===== src/inc/acr_pkg.sv =====
// Purpose: Shared constants and types for the converter config block
// Assumes: APB registers, one word each, byte address = index * 4
// Notes:   Reset values are the power-on values of each register
package acr_pkg;

  // Register indices; byte address is four times the index
  localparam logic [3:0] IDX_STATE  = 4'h0;
  localparam logic [3:0] IDX_STATUS = 4'h1;
  localparam logic [3:0] IDX_RESULT = 4'h2;
  localparam logic [3:0] IDX_ANALOG = 4'h3;
  localparam logic [3:0] IDX_CONV   = 4'h4;

  // Reset values
  localparam logic [7:0] RST_ANALOG = 8'h8B;
  localparam logic [7:0] RST_CONV   = 8'h00;
  localparam logic [1:0] RST_STATE  = 2'h0;

  // Field positions, analog setup register
  localparam int BIAS_LSB = 6;
  localparam int GAIN_LSB = 3;
  localparam int AZ_BIT   = 2;

  // Field positions, conversion setup register
  localparam int MODE_LSB  = 6;
  localparam int FMT_LSB   = 4;
  localparam int CRCW_BIT  = 3;
  localparam int CRCEN_BIT = 2;
  localparam int OFF_BIT   = 1;
  localparam int GCAL_BIT  = 0;

  // Conversion mode field and converter state codes
  localparam logic [1:0] MODE_CONT   = 2'h3;
  localparam logic [1:0] MODE_STBY   = 2'h2;
  localparam logic [1:0] ST_CONVERT  = 2'h3;
  localparam logic [1:0] ST_STANDBY  = 2'h2;
  localparam logic [1:0] ST_SHUTDOWN = 2'h0;

  // Analog x16 gain code, then the codes with digital multiply behind analog x16
  localparam logic [2:0] GAIN_X16 = 3'h5;
  localparam logic [2:0] GAIN_X32 = 3'h6;
  localparam logic [2:0] GAIN_X64 = 3'h7;

  // Saturation codes for the formats without overrange
  localparam logic [23:0] SAT_HI = 24'hFFFFFF;
  localparam logic [23:0] SAT_LO = 24'h800000;

  typedef enum logic [1:0] {
    ACR_FMT_24   = 2'h0,
    ACR_FMT_LEFT = 2'h1,
    ACR_FMT_SIGN = 2'h2,
    ACR_FMT_TAG  = 2'h3
  } acr_fmt_t;

  typedef enum logic [1:0] {
    ACR_IDLE = 2'h0,
    ACR_CONV = 2'h1,
    ACR_GAP  = 2'h3
  } acr_fsm_t;

  // Configuration frozen for one conversion
  typedef struct packed {
    logic [2:0] gain;
    logic [1:0] mode;
    acr_fmt_t   fmt;
    logic       az;
  } acr_cfg_t;

  // Raw filter output, 26-bit signed with overrange headroom
  typedef struct packed {
    logic [25:0] data;
    logic [3:0]  chan;
    logic        last;
  } acr_sample_t;

  // Analog front-end controls
  typedef struct packed {
    logic [1:0] bias;
    logic [2:0] again;
    logic [1:0] dshift;
    logic       az;
  } acr_analog_t;

  // Formatted result word
  typedef struct packed {
    logic [31:0] data;
    logic        wide;
    logic        valid;
  } acr_result_t;

endpackage


===== src/logic/acr_top.sv =====
// Purpose: Analog and conversion setup registers, conversion sequencing
//          and output word formatting for a delta-sigma converter
// Assumes: Filter sample presented at end of conversion, same clock
// Notes:   APB slave with zero wait states, read data from flip-flops
//
// Overview of operation
// - Analog setup register, 8-bit RW at index 3, resets to 8'h8B.
// - Bits 7-6 select bias current multiplier x0.5 to x2.
// - Bits 5-3 select gain from x1/3 up to x16.
// - Gain codes 110 and 111 are analog x16 with digital x2 and x4.
// - Auto-zero bit set doubles every conversion time.
// - With auto-zero, continuous runs as back-to-back single conversions.
// - Conversion setup register, 8-bit RW at index 4, resets to zero.
// - Mode 11 converts continuously, repeating scan cycles.
// - Mode 10 does one conversion or cycle, then state becomes standby.
// - Mode 0x does one conversion or cycle, then state becomes shutdown.
// - Layout 00 gives 24-bit result saturated to FFFFFF or 800000.
// - Layout 01 gives left-justified 24 bits plus zero byte, saturated.
// - Layout 10 gives eight sign bits above the 24-bit result.
// - Layout 11 gives channel tag, four sign bits, 24-bit result.
// - Bit 3 selects 32-bit read checksum instead of 16-bit.
// - Bit 2 enables read checksum, not touching config checksum.
// - Bit 1 enables digital offset correction.
// - Bit 0 enables digital gain correction.
//
// The implementer's own choice: the APB interface to the registers.
`timescale 1ns/1ps
module acr_top #(
  parameter int CONV_CYCLES = 64  // Cycles of one plain conversion
) (
  input  wire logic                 pclk,          // APB clock, 40 MHz
  input  wire logic                 presetn,       // Async reset, low
  input  wire logic                 psel,          // APB select
  input  wire logic                 penable,       // APB access phase
  input  wire logic                 pwrite,        // APB write
  input  wire logic [11:0]          paddr,         // APB byte address
  input  wire logic [31:0]          pwdata,        // APB write data
  output logic                      pready,        // APB ready
  output logic [31:0]               prdata,        // APB read data
  output logic                      pslverr,       // APB error
  input  wire logic                 scan_en,       // Sequencer active
  input  wire acr_pkg::acr_sample_t sample,        // Filter output
  output acr_pkg::acr_analog_t      analog_ctl,    // Front-end controls
  output logic                      crc_read_en,   // Read checksum on
  output logic                      crc_read_wide, // 32-bit checksum
  output logic                      offset_corr_en,// Offset correction
  output logic                      gain_corr_en,  // Gain correction
  output logic                      busy,          // Conversion running
  output acr_pkg::acr_result_t      result         // Formatted result
);
  import acr_pkg::*;

  // Counter is 16 bits wide and must hold twice the conversion length.
  // Checked at elaboration so a bad length never reaches silicon;
  // a zero length would wrap the last counter value round to all ones.
  if (CONV_CYCLES < 1 || CONV_CYCLES > 32767) begin : g_len_check
    $error("CONV_CYCLES out of range");
  end

  // Last counter values of a plain and of an auto-zeroed conversion.
  // The counter starts at zero, so both are one below the length;
  // auto-zero runs each conversion twice as long.
  localparam logic [15:0] LEN_1 = 16'(CONV_CYCLES - 1);
  localparam logic [15:0] LEN_2 = 16'(2 * CONV_CYCLES - 1);

  // Whole module state in one record: registers, sequencer, bus answer.
  // The frozen cfg copy keeps gain, mode, layout and length of a running conversion immune to writes.

  typedef struct packed {
    logic [7:0]  analog;
    logic [7:0]  conv;
    logic [1:0]  state;
    acr_fsm_t    fsm;
    logic [15:0] cnt;
    acr_cfg_t    cfg;
    acr_result_t res;
    logic [31:0] rdata;
    logic        err;
  } acr_st_t;

  acr_st_t s_q;
  acr_st_t s_d;

  logic [3:0]  idx;
  logic        mapped;
  logic        setup;
  logic        wr_acc;
  logic [15:0] last_cnt;
  acr_cfg_t    cfg_now;
  logic [1:0]  shift_of;
  logic [27:0] scaled;
  logic        cycle_end;

  // Address decode; only aligned words inside the first five slots hit.
  // Upper address bits must be zero so aliases never reach a register.
  assign idx    = paddr[5:2];
  assign mapped = (paddr[11:6] == 6'h00) && (paddr[1:0] == 2'h0) &&
                  (idx <= IDX_CONV);
  assign setup  = psel && !penable;
  assign wr_acc = psel && penable && pwrite && mapped;

  // Live configuration, frozen into cfg at each conversion start.
  // Only these four fields shape a result; the enables act at once.
  always_comb begin
    cfg_now.gain = s_q.analog[GAIN_LSB +: 3];
    cfg_now.mode = s_q.conv[MODE_LSB +: 2];
    cfg_now.fmt  = acr_fmt_t'(s_q.conv[FMT_LSB +: 2]);
    cfg_now.az   = s_q.analog[AZ_BIT];
  end

  // digital shift
  // Digital gain is a plain left shift, cheaper than a multiplier;
  // the extra headroom bits of the raw word absorb the growth.
  always_comb begin
    unique case (s_q.cfg.gain)
      GAIN_X32: shift_of = 2'h1;
      GAIN_X64: shift_of = 2'h2;
      default:  shift_of = 2'h0;
    endcase
  end

  assign last_cnt = s_q.cfg.az ? LEN_2 : LEN_1;

  // A one-shot ends at the last channel of a scan, or at once without scan
  assign cycle_end = !scan_en || sample.last;

  // Digital gain on the sign-extended raw sample
  assign scaled = {{2{sample.data[25]}}, sample.data} << shift_of;

  // Clamp to a signed 25-bit range for the sign-filled layouts.
  // Overrange survives in the sign bits, but only up to one extra bit;
  // anything beyond that would wrap, so it is pinned to the limit.
  function automatic logic [24:0] clamp25(input logic [27:0] v);
    logic hi;
    logic lo;
    hi = !v[27] && (v[26:24] != 3'h0);
    lo = v[27] && (v[26:24] != 3'h7);
    if (hi) begin
      clamp25 = 25'h0FFFFFF;
    end else if (lo) begin
      clamp25 = 25'h1000000;
    end else begin
      clamp25 = v[24:0];
    end
  endfunction

  // Saturate to 24 bits for the layouts without overrange.
  // The positive limit is all ones, so software sees no sign there;
  // that is the documented coding and is kept as is.
  function automatic logic [23:0] sat24(input logic [27:0] v);
    logic hi;
    logic lo;
    hi = !v[27] && (v[26:23] != 4'h0);
    lo = v[27] && (v[26:23] != 4'hF);
    if (hi) begin
      sat24 = SAT_HI;
    end else if (lo) begin
      sat24 = SAT_LO;
    end else begin
      sat24 = v[23:0];
    end
  endfunction

  // Build the output word in the layout frozen for this conversion.
  // All four layouts are complete, so no default branch is needed.
  function automatic logic [31:0] fmt_word(input acr_fmt_t f,
                                           input logic [27:0] v,
                                           input logic [3:0] ch);
    logic [24:0] c;
    c = clamp25(v);
    unique case (f)
      ACR_FMT_24:   fmt_word = {8'h00, sat24(v)};
      ACR_FMT_LEFT: fmt_word = {sat24(v), 8'h00};
      ACR_FMT_SIGN: fmt_word = {{8{c[24]}}, c[23:0]};
      ACR_FMT_TAG:  fmt_word = {ch, {4{c[24]}}, c[23:0]};
    endcase
  endfunction

  // Next-state logic for registers, sequencer and bus answer
  always_comb begin
    s_d           = s_q;
    s_d.res.valid = 1'b0;

    // Read data is fetched in the setup phase so the access needs no wait.
    // A side effect: a register changing in the setup cycle itself is
    // reported with its value from before that change.
    // Unmapped reads return zero and raise the error flag.
    if (setup) begin
      s_d.err   = !mapped;
      s_d.rdata = 32'h00000000;
      if (mapped && !pwrite) begin
        unique case (idx)
          IDX_STATE:  s_d.rdata = {30'h0, s_q.state};
          IDX_STATUS: s_d.rdata = {29'h0, s_q.res.wide,
                                   s_q.fsm == ACR_GAP,
                                   s_q.fsm != ACR_IDLE};
          IDX_RESULT: s_d.rdata = s_q.res.data;
          IDX_ANALOG: s_d.rdata = {24'h0, s_q.analog};
          IDX_CONV:   s_d.rdata = {24'h0, s_q.conv};
          default:    s_d.rdata = 32'h00000000;
        endcase
      end
    end

    // Software writes; low analog bits are stored as written.
    // Status and result slots are read-only and ignore writes.
    if (wr_acc) begin
      unique case (idx)
        IDX_STATE:  s_d.state = pwdata[1:0];
        IDX_ANALOG: s_d.analog = pwdata[7:0];
        IDX_CONV:   s_d.conv = pwdata[7:0];
        default:    s_d.analog = s_q.analog;
      endcase
    end

    // Sequencer; a hardware state update wins over a software write.
    // It is evaluated after the bus writes so its assignments override.
    // Idle waits for the convert code; conv counts one conversion;
    // gap is the single dead cycle between auto-zeroed continuous conversions.
    unique case (s_q.fsm)
      ACR_IDLE: begin
        if (s_q.state == ST_CONVERT) begin
          s_d.cfg = cfg_now;
          s_d.cnt = 16'h0000;
          s_d.fsm = ACR_CONV;
        end
      end
      ACR_CONV: begin
        if (s_q.state != ST_CONVERT) begin
          // Aborted by software leaving the convert state
          s_d.fsm = ACR_IDLE;
        end else if (s_q.cnt != last_cnt) begin
          s_d.cnt = s_q.cnt + 16'h0001;
        end else begin
          s_d.res.data  = fmt_word(s_q.cfg.fmt, scaled, sample.chan);
          s_d.res.wide  = s_q.cfg.fmt != ACR_FMT_24;
          s_d.res.valid = 1'b1;
          s_d.cnt       = 16'h0000;
          if (s_q.cfg.mode == MODE_CONT && !s_q.cfg.az) begin
            s_d.cfg = cfg_now;
          end else if (s_q.cfg.mode == MODE_CONT) begin
            s_d.fsm = ACR_GAP;
          end else if (!cycle_end) begin
            // Scan not finished yet, next channel under new settings
            s_d.cfg = cfg_now;
          end else if (s_q.cfg.mode == MODE_STBY) begin
            s_d.state = ST_STANDBY;
            s_d.fsm   = ACR_IDLE;
          end else begin
            s_d.state = ST_SHUTDOWN;
            s_d.fsm   = ACR_IDLE;
          end
        end
      end
      ACR_GAP: begin
        // One idle cycle separates the single conversions of a series
        s_d.cfg = cfg_now;
        s_d.fsm = (s_q.state == ST_CONVERT) ? ACR_CONV : ACR_IDLE;
      end
      default: s_d.fsm = ACR_IDLE;
    endcase
  end

  // State register
  // Reset loads only constants; the registers come up at their
  // power-on values and the sequencer starts idle.
  always_ff @(posedge pclk or negedge presetn) begin
    if (!presetn) begin
      s_q.analog <= RST_ANALOG;
      s_q.conv   <= RST_CONV;
      s_q.state  <= RST_STATE;
      s_q.fsm    <= ACR_IDLE;
      s_q.cnt    <= 16'h0000;
      s_q.cfg    <= '0;
      s_q.res    <= '0;
      s_q.rdata  <= 32'h00000000;
      s_q.err    <= 1'b0;
    end else begin
      s_q <= s_d;
    end
  end

  // Bus answer: always ready, error held from the setup phase.
  // Zero wait states keep the bus simple; the price is that read data
  // must be ready one cycle early, which the setup fetch provides.
  assign pready = 1'b1;
  assign prdata = s_q.rdata;
  assign pslverr = psel && penable && s_q.err;

  // Front-end controls. Bias and auto-zero follow the register live,
  // gain follows the frozen copy so it cannot change mid-conversion.
  // bias select
  assign analog_ctl.bias   = s_q.analog[BIAS_LSB +: 2];
  // analog gain, capped at x16 for the digital codes
  assign analog_ctl.again  = (s_q.cfg.gain > GAIN_X16) ? GAIN_X16 : s_q.cfg.gain;
  assign analog_ctl.dshift = shift_of;
  assign analog_ctl.az     = s_q.analog[AZ_BIT];

  // Checksum and correction enables act at once on the serial side;
  // the checksum and the corrections themselves are downstream.
  // checksum width
  assign crc_read_wide  = s_q.conv[CRCW_BIT];
  assign crc_read_en    = s_q.conv[CRCEN_BIT];
  assign offset_corr_en = s_q.conv[OFF_BIT];
  assign gain_corr_en   = s_q.conv[GCAL_BIT];

  // Busy covers the gap cycle too, so a series reads as one activity
  assign busy   = s_q.fsm != ACR_IDLE;
  assign result = s_q.res;

endmodule


===== config.mk =====
export PLATFORM = sky130hd
export DESIGN_NAME = acr_top
export DESIGN_NICKNAME = d
export VERILOG_FILES = /design/src/inc/acr_pkg.sv /design/src/logic/acr_top.sv
export SDC_FILE = /design/constraint.sdc
export NUM_CORES = 1
export LEC_CHECK = 0
export BUFFER_PORTS_ARGS = -buffer_cell sky130_fd_sc_hd__buf_4
export CAP_MARGIN = 20
export CELL_PAD_IN_SITES_DETAIL_PLACEMENT = 0
export CELL_PAD_IN_SITES_GLOBAL_PLACEMENT = 2
export CORE_MARGIN = 8
export CORE_UTILIZATION = 36
export CTS_BUF_LIST = sky130_fd_sc_hd__clkbuf_8
export CTS_CLUSTER_SIZE = 24
export DETAILED_ROUTE_END_ITERATION = 16
export GPL_ROUTABILITY_DRIVEN = 0
export GPL_TIMING_DRIVEN = 1
export PLACE_DENSITY_LB_ADDON = 0.2
export SLEW_MARGIN = 20
export SYNTH_ARGS = -nofsm -noshare
export SYNTH_HDL_FRONTEND = slang
export SYNTH_SLANG_ARGS = --single-unit

===== constraint.sdc =====
create_clock -name pclk -period 3.3 [get_ports pclk]
set_input_delay 0.495 -clock pclk [delete_from_list [all_inputs] [get_ports pclk]]
set_output_delay 0.495 -clock pclk [all_outputs]
set_load 0.02 [all_outputs]

==> summary.md <==
| Metric | Value |
|---|---|
| Detailed router's first-iteration violation count | `537` |
| IO buf count | `136` |
| Post-Route Setup TNS | `0 ps` |
| Fmax | `0.381 GHz` |
| Wirelength per Cell | `19.6 µm` |
| Via-per-instance ratio | `5.51` |
| Synth Area in Simple Gates | `15.4%` |
| Worst path slowest cell | `sky130_fd_sc_hd__or2_0` |
| Synthesis-to-finish area growth | `14.3%` |
| Routed Antenna Nets | `0` |
| Power share of the clock group | `37.1%` |
| Worst voltage drop across the vdd grid | `185 µV` |
| Number of antenna violations at the first check in global routing | `0` |
| Nets | `between 800 and 900` |
| Area share of the leading cell type in the synthesized netlist | `40.0%` |
| Most used flip-flop cell after synthesis | `sky130_fd_sc_hd__dfrtp_1` |
| Height of the die | `152 µm` |
| Critical path fanouts, max | `23` |
| Insertion delay to the later sink of the worst-skew pair | `390 ps` |
| Mapped Cells | `740` |
| CTS Hold Buffers Added | `0` |
| Critical path capture point type | `register` |
| Pre-antenna DRT Iters | `7` |
| Floorplan die width | `about 150 µm` |
| Post-route DRC | `0` |
| Leakage power summed over all cells | `between 3 and 4 nW` |
| Final wirelength | `20.2 mm` |
| First-pass GRT wire length | `31.9 mm` |
| WP data required | `3560 ps` |
| Vias after detailed routing | `between 5,000 and 6,000` |
| Kind of cell adding the most delay to the critical path | `simple AND/OR/NAND/NOR gates` |
| Buffer depth of the longest clock path | `2` |
| First element of the critical path | `s_q[75]` |
| Worst Tran Pin Value | `735 ps` |
| Crit path launch type | `register` |
| Combinational share of power | `9.6%` |
| List of cells traversed by the critical path | `ha_1 -> nand3_1 -> or2_0 -> nor4_4 -> buf_4 -> nand2_1 -> a21oi_1 -> a31oi_1` |
| Unrepaired setup endpoints after global routing | `no` |
| Asr flop ratio synth | `100%` |
| Commonest non-fill, non-tap cell in the layout | `sky130_fd_sc_hd__buf_4` |
| Largest stage delay on the critical path | `440 ps` |
| Minimum setup slack in the final design | `676 ps` |
| Combinational family with the most area after synthesis | `compound AO/OA/AOI/OAI gates` |
| Number of hold violations in the final report | `0` |
| Count of buffer and inverter cells on the critical path | `1` |
| Standard-cell rows | `50` |
| Period minus WS final | `2620 ps` |
| CTS Root Buffer Type | `sky130_fd_sc_hd__clkbuf_8` |
| Fraction of the cycle the final worst path needs | `79.5%` |
| Yosys synthesis warning count | `0` |
| Critical path endpoint | `result[24]` |
| Count of fill cells added during filler insertion | `1,891` |
| R2r startpoint | `s_q[75]` |
| Critical setup path kind | `register to register` |
| Die Area | `23,200 µm²` |
| Clock tree sinks | `about 110` |
| Total core area | `between 15,000 and 20,000 µm²` |
| Multiplexer fraction of the synthesized cell area | `7.98%` |
| Worst max-slew margin expressed relative to the limit | `50.5%` |
| Mean cell area of the mapped netlist | `9.05 µm²` |
| Library cells used by synthesis | `66` |
| TritonCTS clock tree | `yes` |
| Clock transition at path regs | `120 ps` |
| Max cap viols | `0` |
| Synth area leaders | `sky130_fd_sc_hd__dfrtp_1, sky130_fd_sc_hd__buf_4, sky130_fd_sc_hd__nand2_1, sky130_fd_sc_hd__mux2i_1, sky130_fd_sc_hd__o21ai_0` |
| Number of diodes added for antenna fixing | `0` |
| Post-Syn Area | `6700 µm²` |
| Count of instances resized after the clock tree is built | `0` |
| Final clock skew | `approximately 16 ps` |
| Post-synthesis xor/xnor area fraction | `0.785%` |
| Cell internal power dissipation | `approximately 1.9 mW` |
| Largest area contributor in the netlist | `sky130_fd_sc_hd__dfrtp_1` |
| CTS H-Tree Depth | `3` |
| Number of setup violations in the final report | `0` |
| Share of synthesized cell area in full adder, half adder and majority cells | `less than 1%` |
| Power dissipated by switching net loads | `~0.66 mW` |
| Top library cells by usage in the layout, fill and taps aside | `sky130_fd_sc_hd__buf_4, sky130_fd_sc_hd__dfrtp_1, sky130_fd_sc_hd__nand2_1` |
| Ratio of total power to cell area | `334 nW/µm²` |
| Number of global-route vias before repair | `5,584` |
| Proportion of total power due to net switching | `between 20% and 30%` |
| Ports placed on the boundary | `162` |
| Ratio of cells with drive above 1 in the final layout | `26.3%` |
| Share of synthesized area occupied by flip-flops and latches | `41.5%` |
| Post-CTS setup-driven buffer insertion count | `0` |
| Post-synth EDFFs | `0` |
| Post-placement setup slack | `705 ps` |
| Initial Util | `~36%` |
| Worst reg2reg endpoint | `result[24]` |
| Post-detail-place hpwl | `15.5 mm` |
| Clock buffer count from CTS | `9` |
| Cell depth of the worst setup path | `8` |
| Final core utilization | `41.5%` |
| Hold Worst Slack | `63.3 ps` |
| Final global-route overflow total | `0` |
| Largest net degree at the start of global routing | `75` |
| Area fraction in compound gates after synthesis | `between 20 and 25%` |
| Combined global-route utilization of all metal layers | `17.2%` |
| Data arrival time of the worst path | `2880 ps` |
| FF-to-FF setup slack | `680 ps` |
| Sequential cell fraction of total power | `a little over half` |
| Hold Path Class | `primary input to async pin` |
| Synthesized netlist net count | `822` |
| Result of the run | `complete, no violations` |
| Number of synthesized register bits | `111` |
| Count of final max-slew check failures | `0` |
| Depth of the worst register-to-register path | `8` |
==> flip-flops by register name (all words and copies together) (netlist names), 3 cells and up <==
register    cells
result         34
prdata         32
s_q            31
cfg_now         7
analog_ctl      3
==> worst min-delay path by stage <==
| stage | startpoint | end | cells past startpoint |
|---|---|---|---|
| after CTS | presetn | s_q[75] | 1 |
| final | presetn | s_q[75] | 1 |
| after global routing | presetn | s_q[75] | 1 |
| after detailed placement | s_q[0] | s_q[0] | 2 |
| after floorplan | presetn | analog_ctl[0] | 0 |
| after global placement | s_q[0] | s_q[0] | 2 |
==> Yosys cell counts (3+ instances only) <==
| cell | number |
|---|---|
| sky130_fd_sc_hd__dfrtp_1 | 107 |
| sky130_fd_sc_hd__nand2_1 | 90 |
| sky130_fd_sc_hd__buf_4 | 73 |
| sky130_fd_sc_hd__nor2_1 | 60 |
| sky130_fd_sc_hd__o21ai_0 | 60 |
| sky130_fd_sc_hd__a21oi_1 | 52 |
| sky130_fd_sc_hd__mux2i_1 | 32 |
| sky130_fd_sc_hd__a22o_1 | 26 |
| sky130_fd_sc_hd__clkbuf_1 | 24 |
| sky130_fd_sc_hd__mux2_2 | 18 |
| sky130_fd_sc_hd__buf_2 | 17 |
| sky130_fd_sc_hd__inv_1 | 10 |
| sky130_fd_sc_hd__o21a_1 | 9 |
| sky130_fd_sc_hd__a31oi_1 | 8 |
| sky130_fd_sc_hd__nand2b_1 | 8 |
| sky130_fd_sc_hd__nand3_1 | 8 |
| sky130_fd_sc_hd__nor2b_1 | 7 |
| sky130_fd_sc_hd__o31ai_1 | 7 |
| sky130_fd_sc_hd__a22oi_1 | 6 |
| sky130_fd_sc_hd__nand4_1 | 6 |
| sky130_fd_sc_hd__nor3_1 | 6 |
| sky130_fd_sc_hd__o22a_1 | 6 |
| sky130_fd_sc_hd__xor2_1 | 6 |
| sky130_fd_sc_hd__a21o_1 | 5 |
| sky130_fd_sc_hd__a222oi_1 | 5 |
| sky130_fd_sc_hd__nor4_1 | 5 |
| sky130_fd_sc_hd__o211ai_1 | 5 |
| sky130_fd_sc_hd__and2_1 | 4 |
| sky130_fd_sc_hd__and3_1 | 4 |
| sky130_fd_sc_hd__dfstp_2 | 4 |
| sky130_fd_sc_hd__or2_2 | 4 |
| sky130_fd_sc_hd__a211o_1 | 3 |
| sky130_fd_sc_hd__a211oi_1 | 3 |
| sky130_fd_sc_hd__a2bb2oi_1 | 3 |
| sky130_fd_sc_hd__a32oi_1 | 3 |
| sky130_fd_sc_hd__buf_6 | 3 |
| sky130_fd_sc_hd__o221ai_1 | 3 |
| sky130_fd_sc_hd__o22ai_1 | 3 |
==> cell families after synthesis <==
kind of cell	Yosys count
multiplexers	51
buffers and inverters	128
flip-flops	111
AND/OR/NAND/NOR	219
other	1
adder cells (fa/ha/maj)	1
XOR/XNOR	6
AO/OA/AOI/OAI	223
==> metal layers <==
layer,track usage (%),wire (µm),share of wire (%),vias up
met3,4.96,1530,7.6,21
met4,4.47,289,1.4,0
met1,24.7,9940,49,2742
met2,24.6,8400,42,222
met5,0,0,0,-
li1,-,-,-,2688
==> power by group through the flow <==
stage	clock network [mW]	logic (mW)	registers (mW)
after floorplan	0	0.107	1.39
after global placement	0	0.244	1.39
after detailed placement	0	0.246	1.39
after CTS	0.988	0.246	1.36
after global routing	1.03	0.270	1.36
final	0.950	0.246	1.36
==> stage by stage <==
step | area [µm²] | std cells | total power, mW
after floorplan | 6700 | 740 | 1.50
after global placement | 7420 | 1013 | 1.63
after detailed placement | 7420 | 1013 | 1.64
after CTS | 7660 | 1029 | 2.60
after global routing | 7660 | 1029 | 2.67
final | 7660 | 1029 | 2.56
==> area by class of cell <==
cell class	count	area [µm²]	share of cell area, %
Multi-Input combinational cell	501	3120	40.7
Sequential cell	111	2780	36.3
Timing Repair Buffer	157	1190	15.6
Tap cell	234	293	3.82
Clock buffer	9	124	1.62
Clock inverter	7	111	1.45
Inverter	10	37.5	0.490
(Power assumes the default switching activity.)
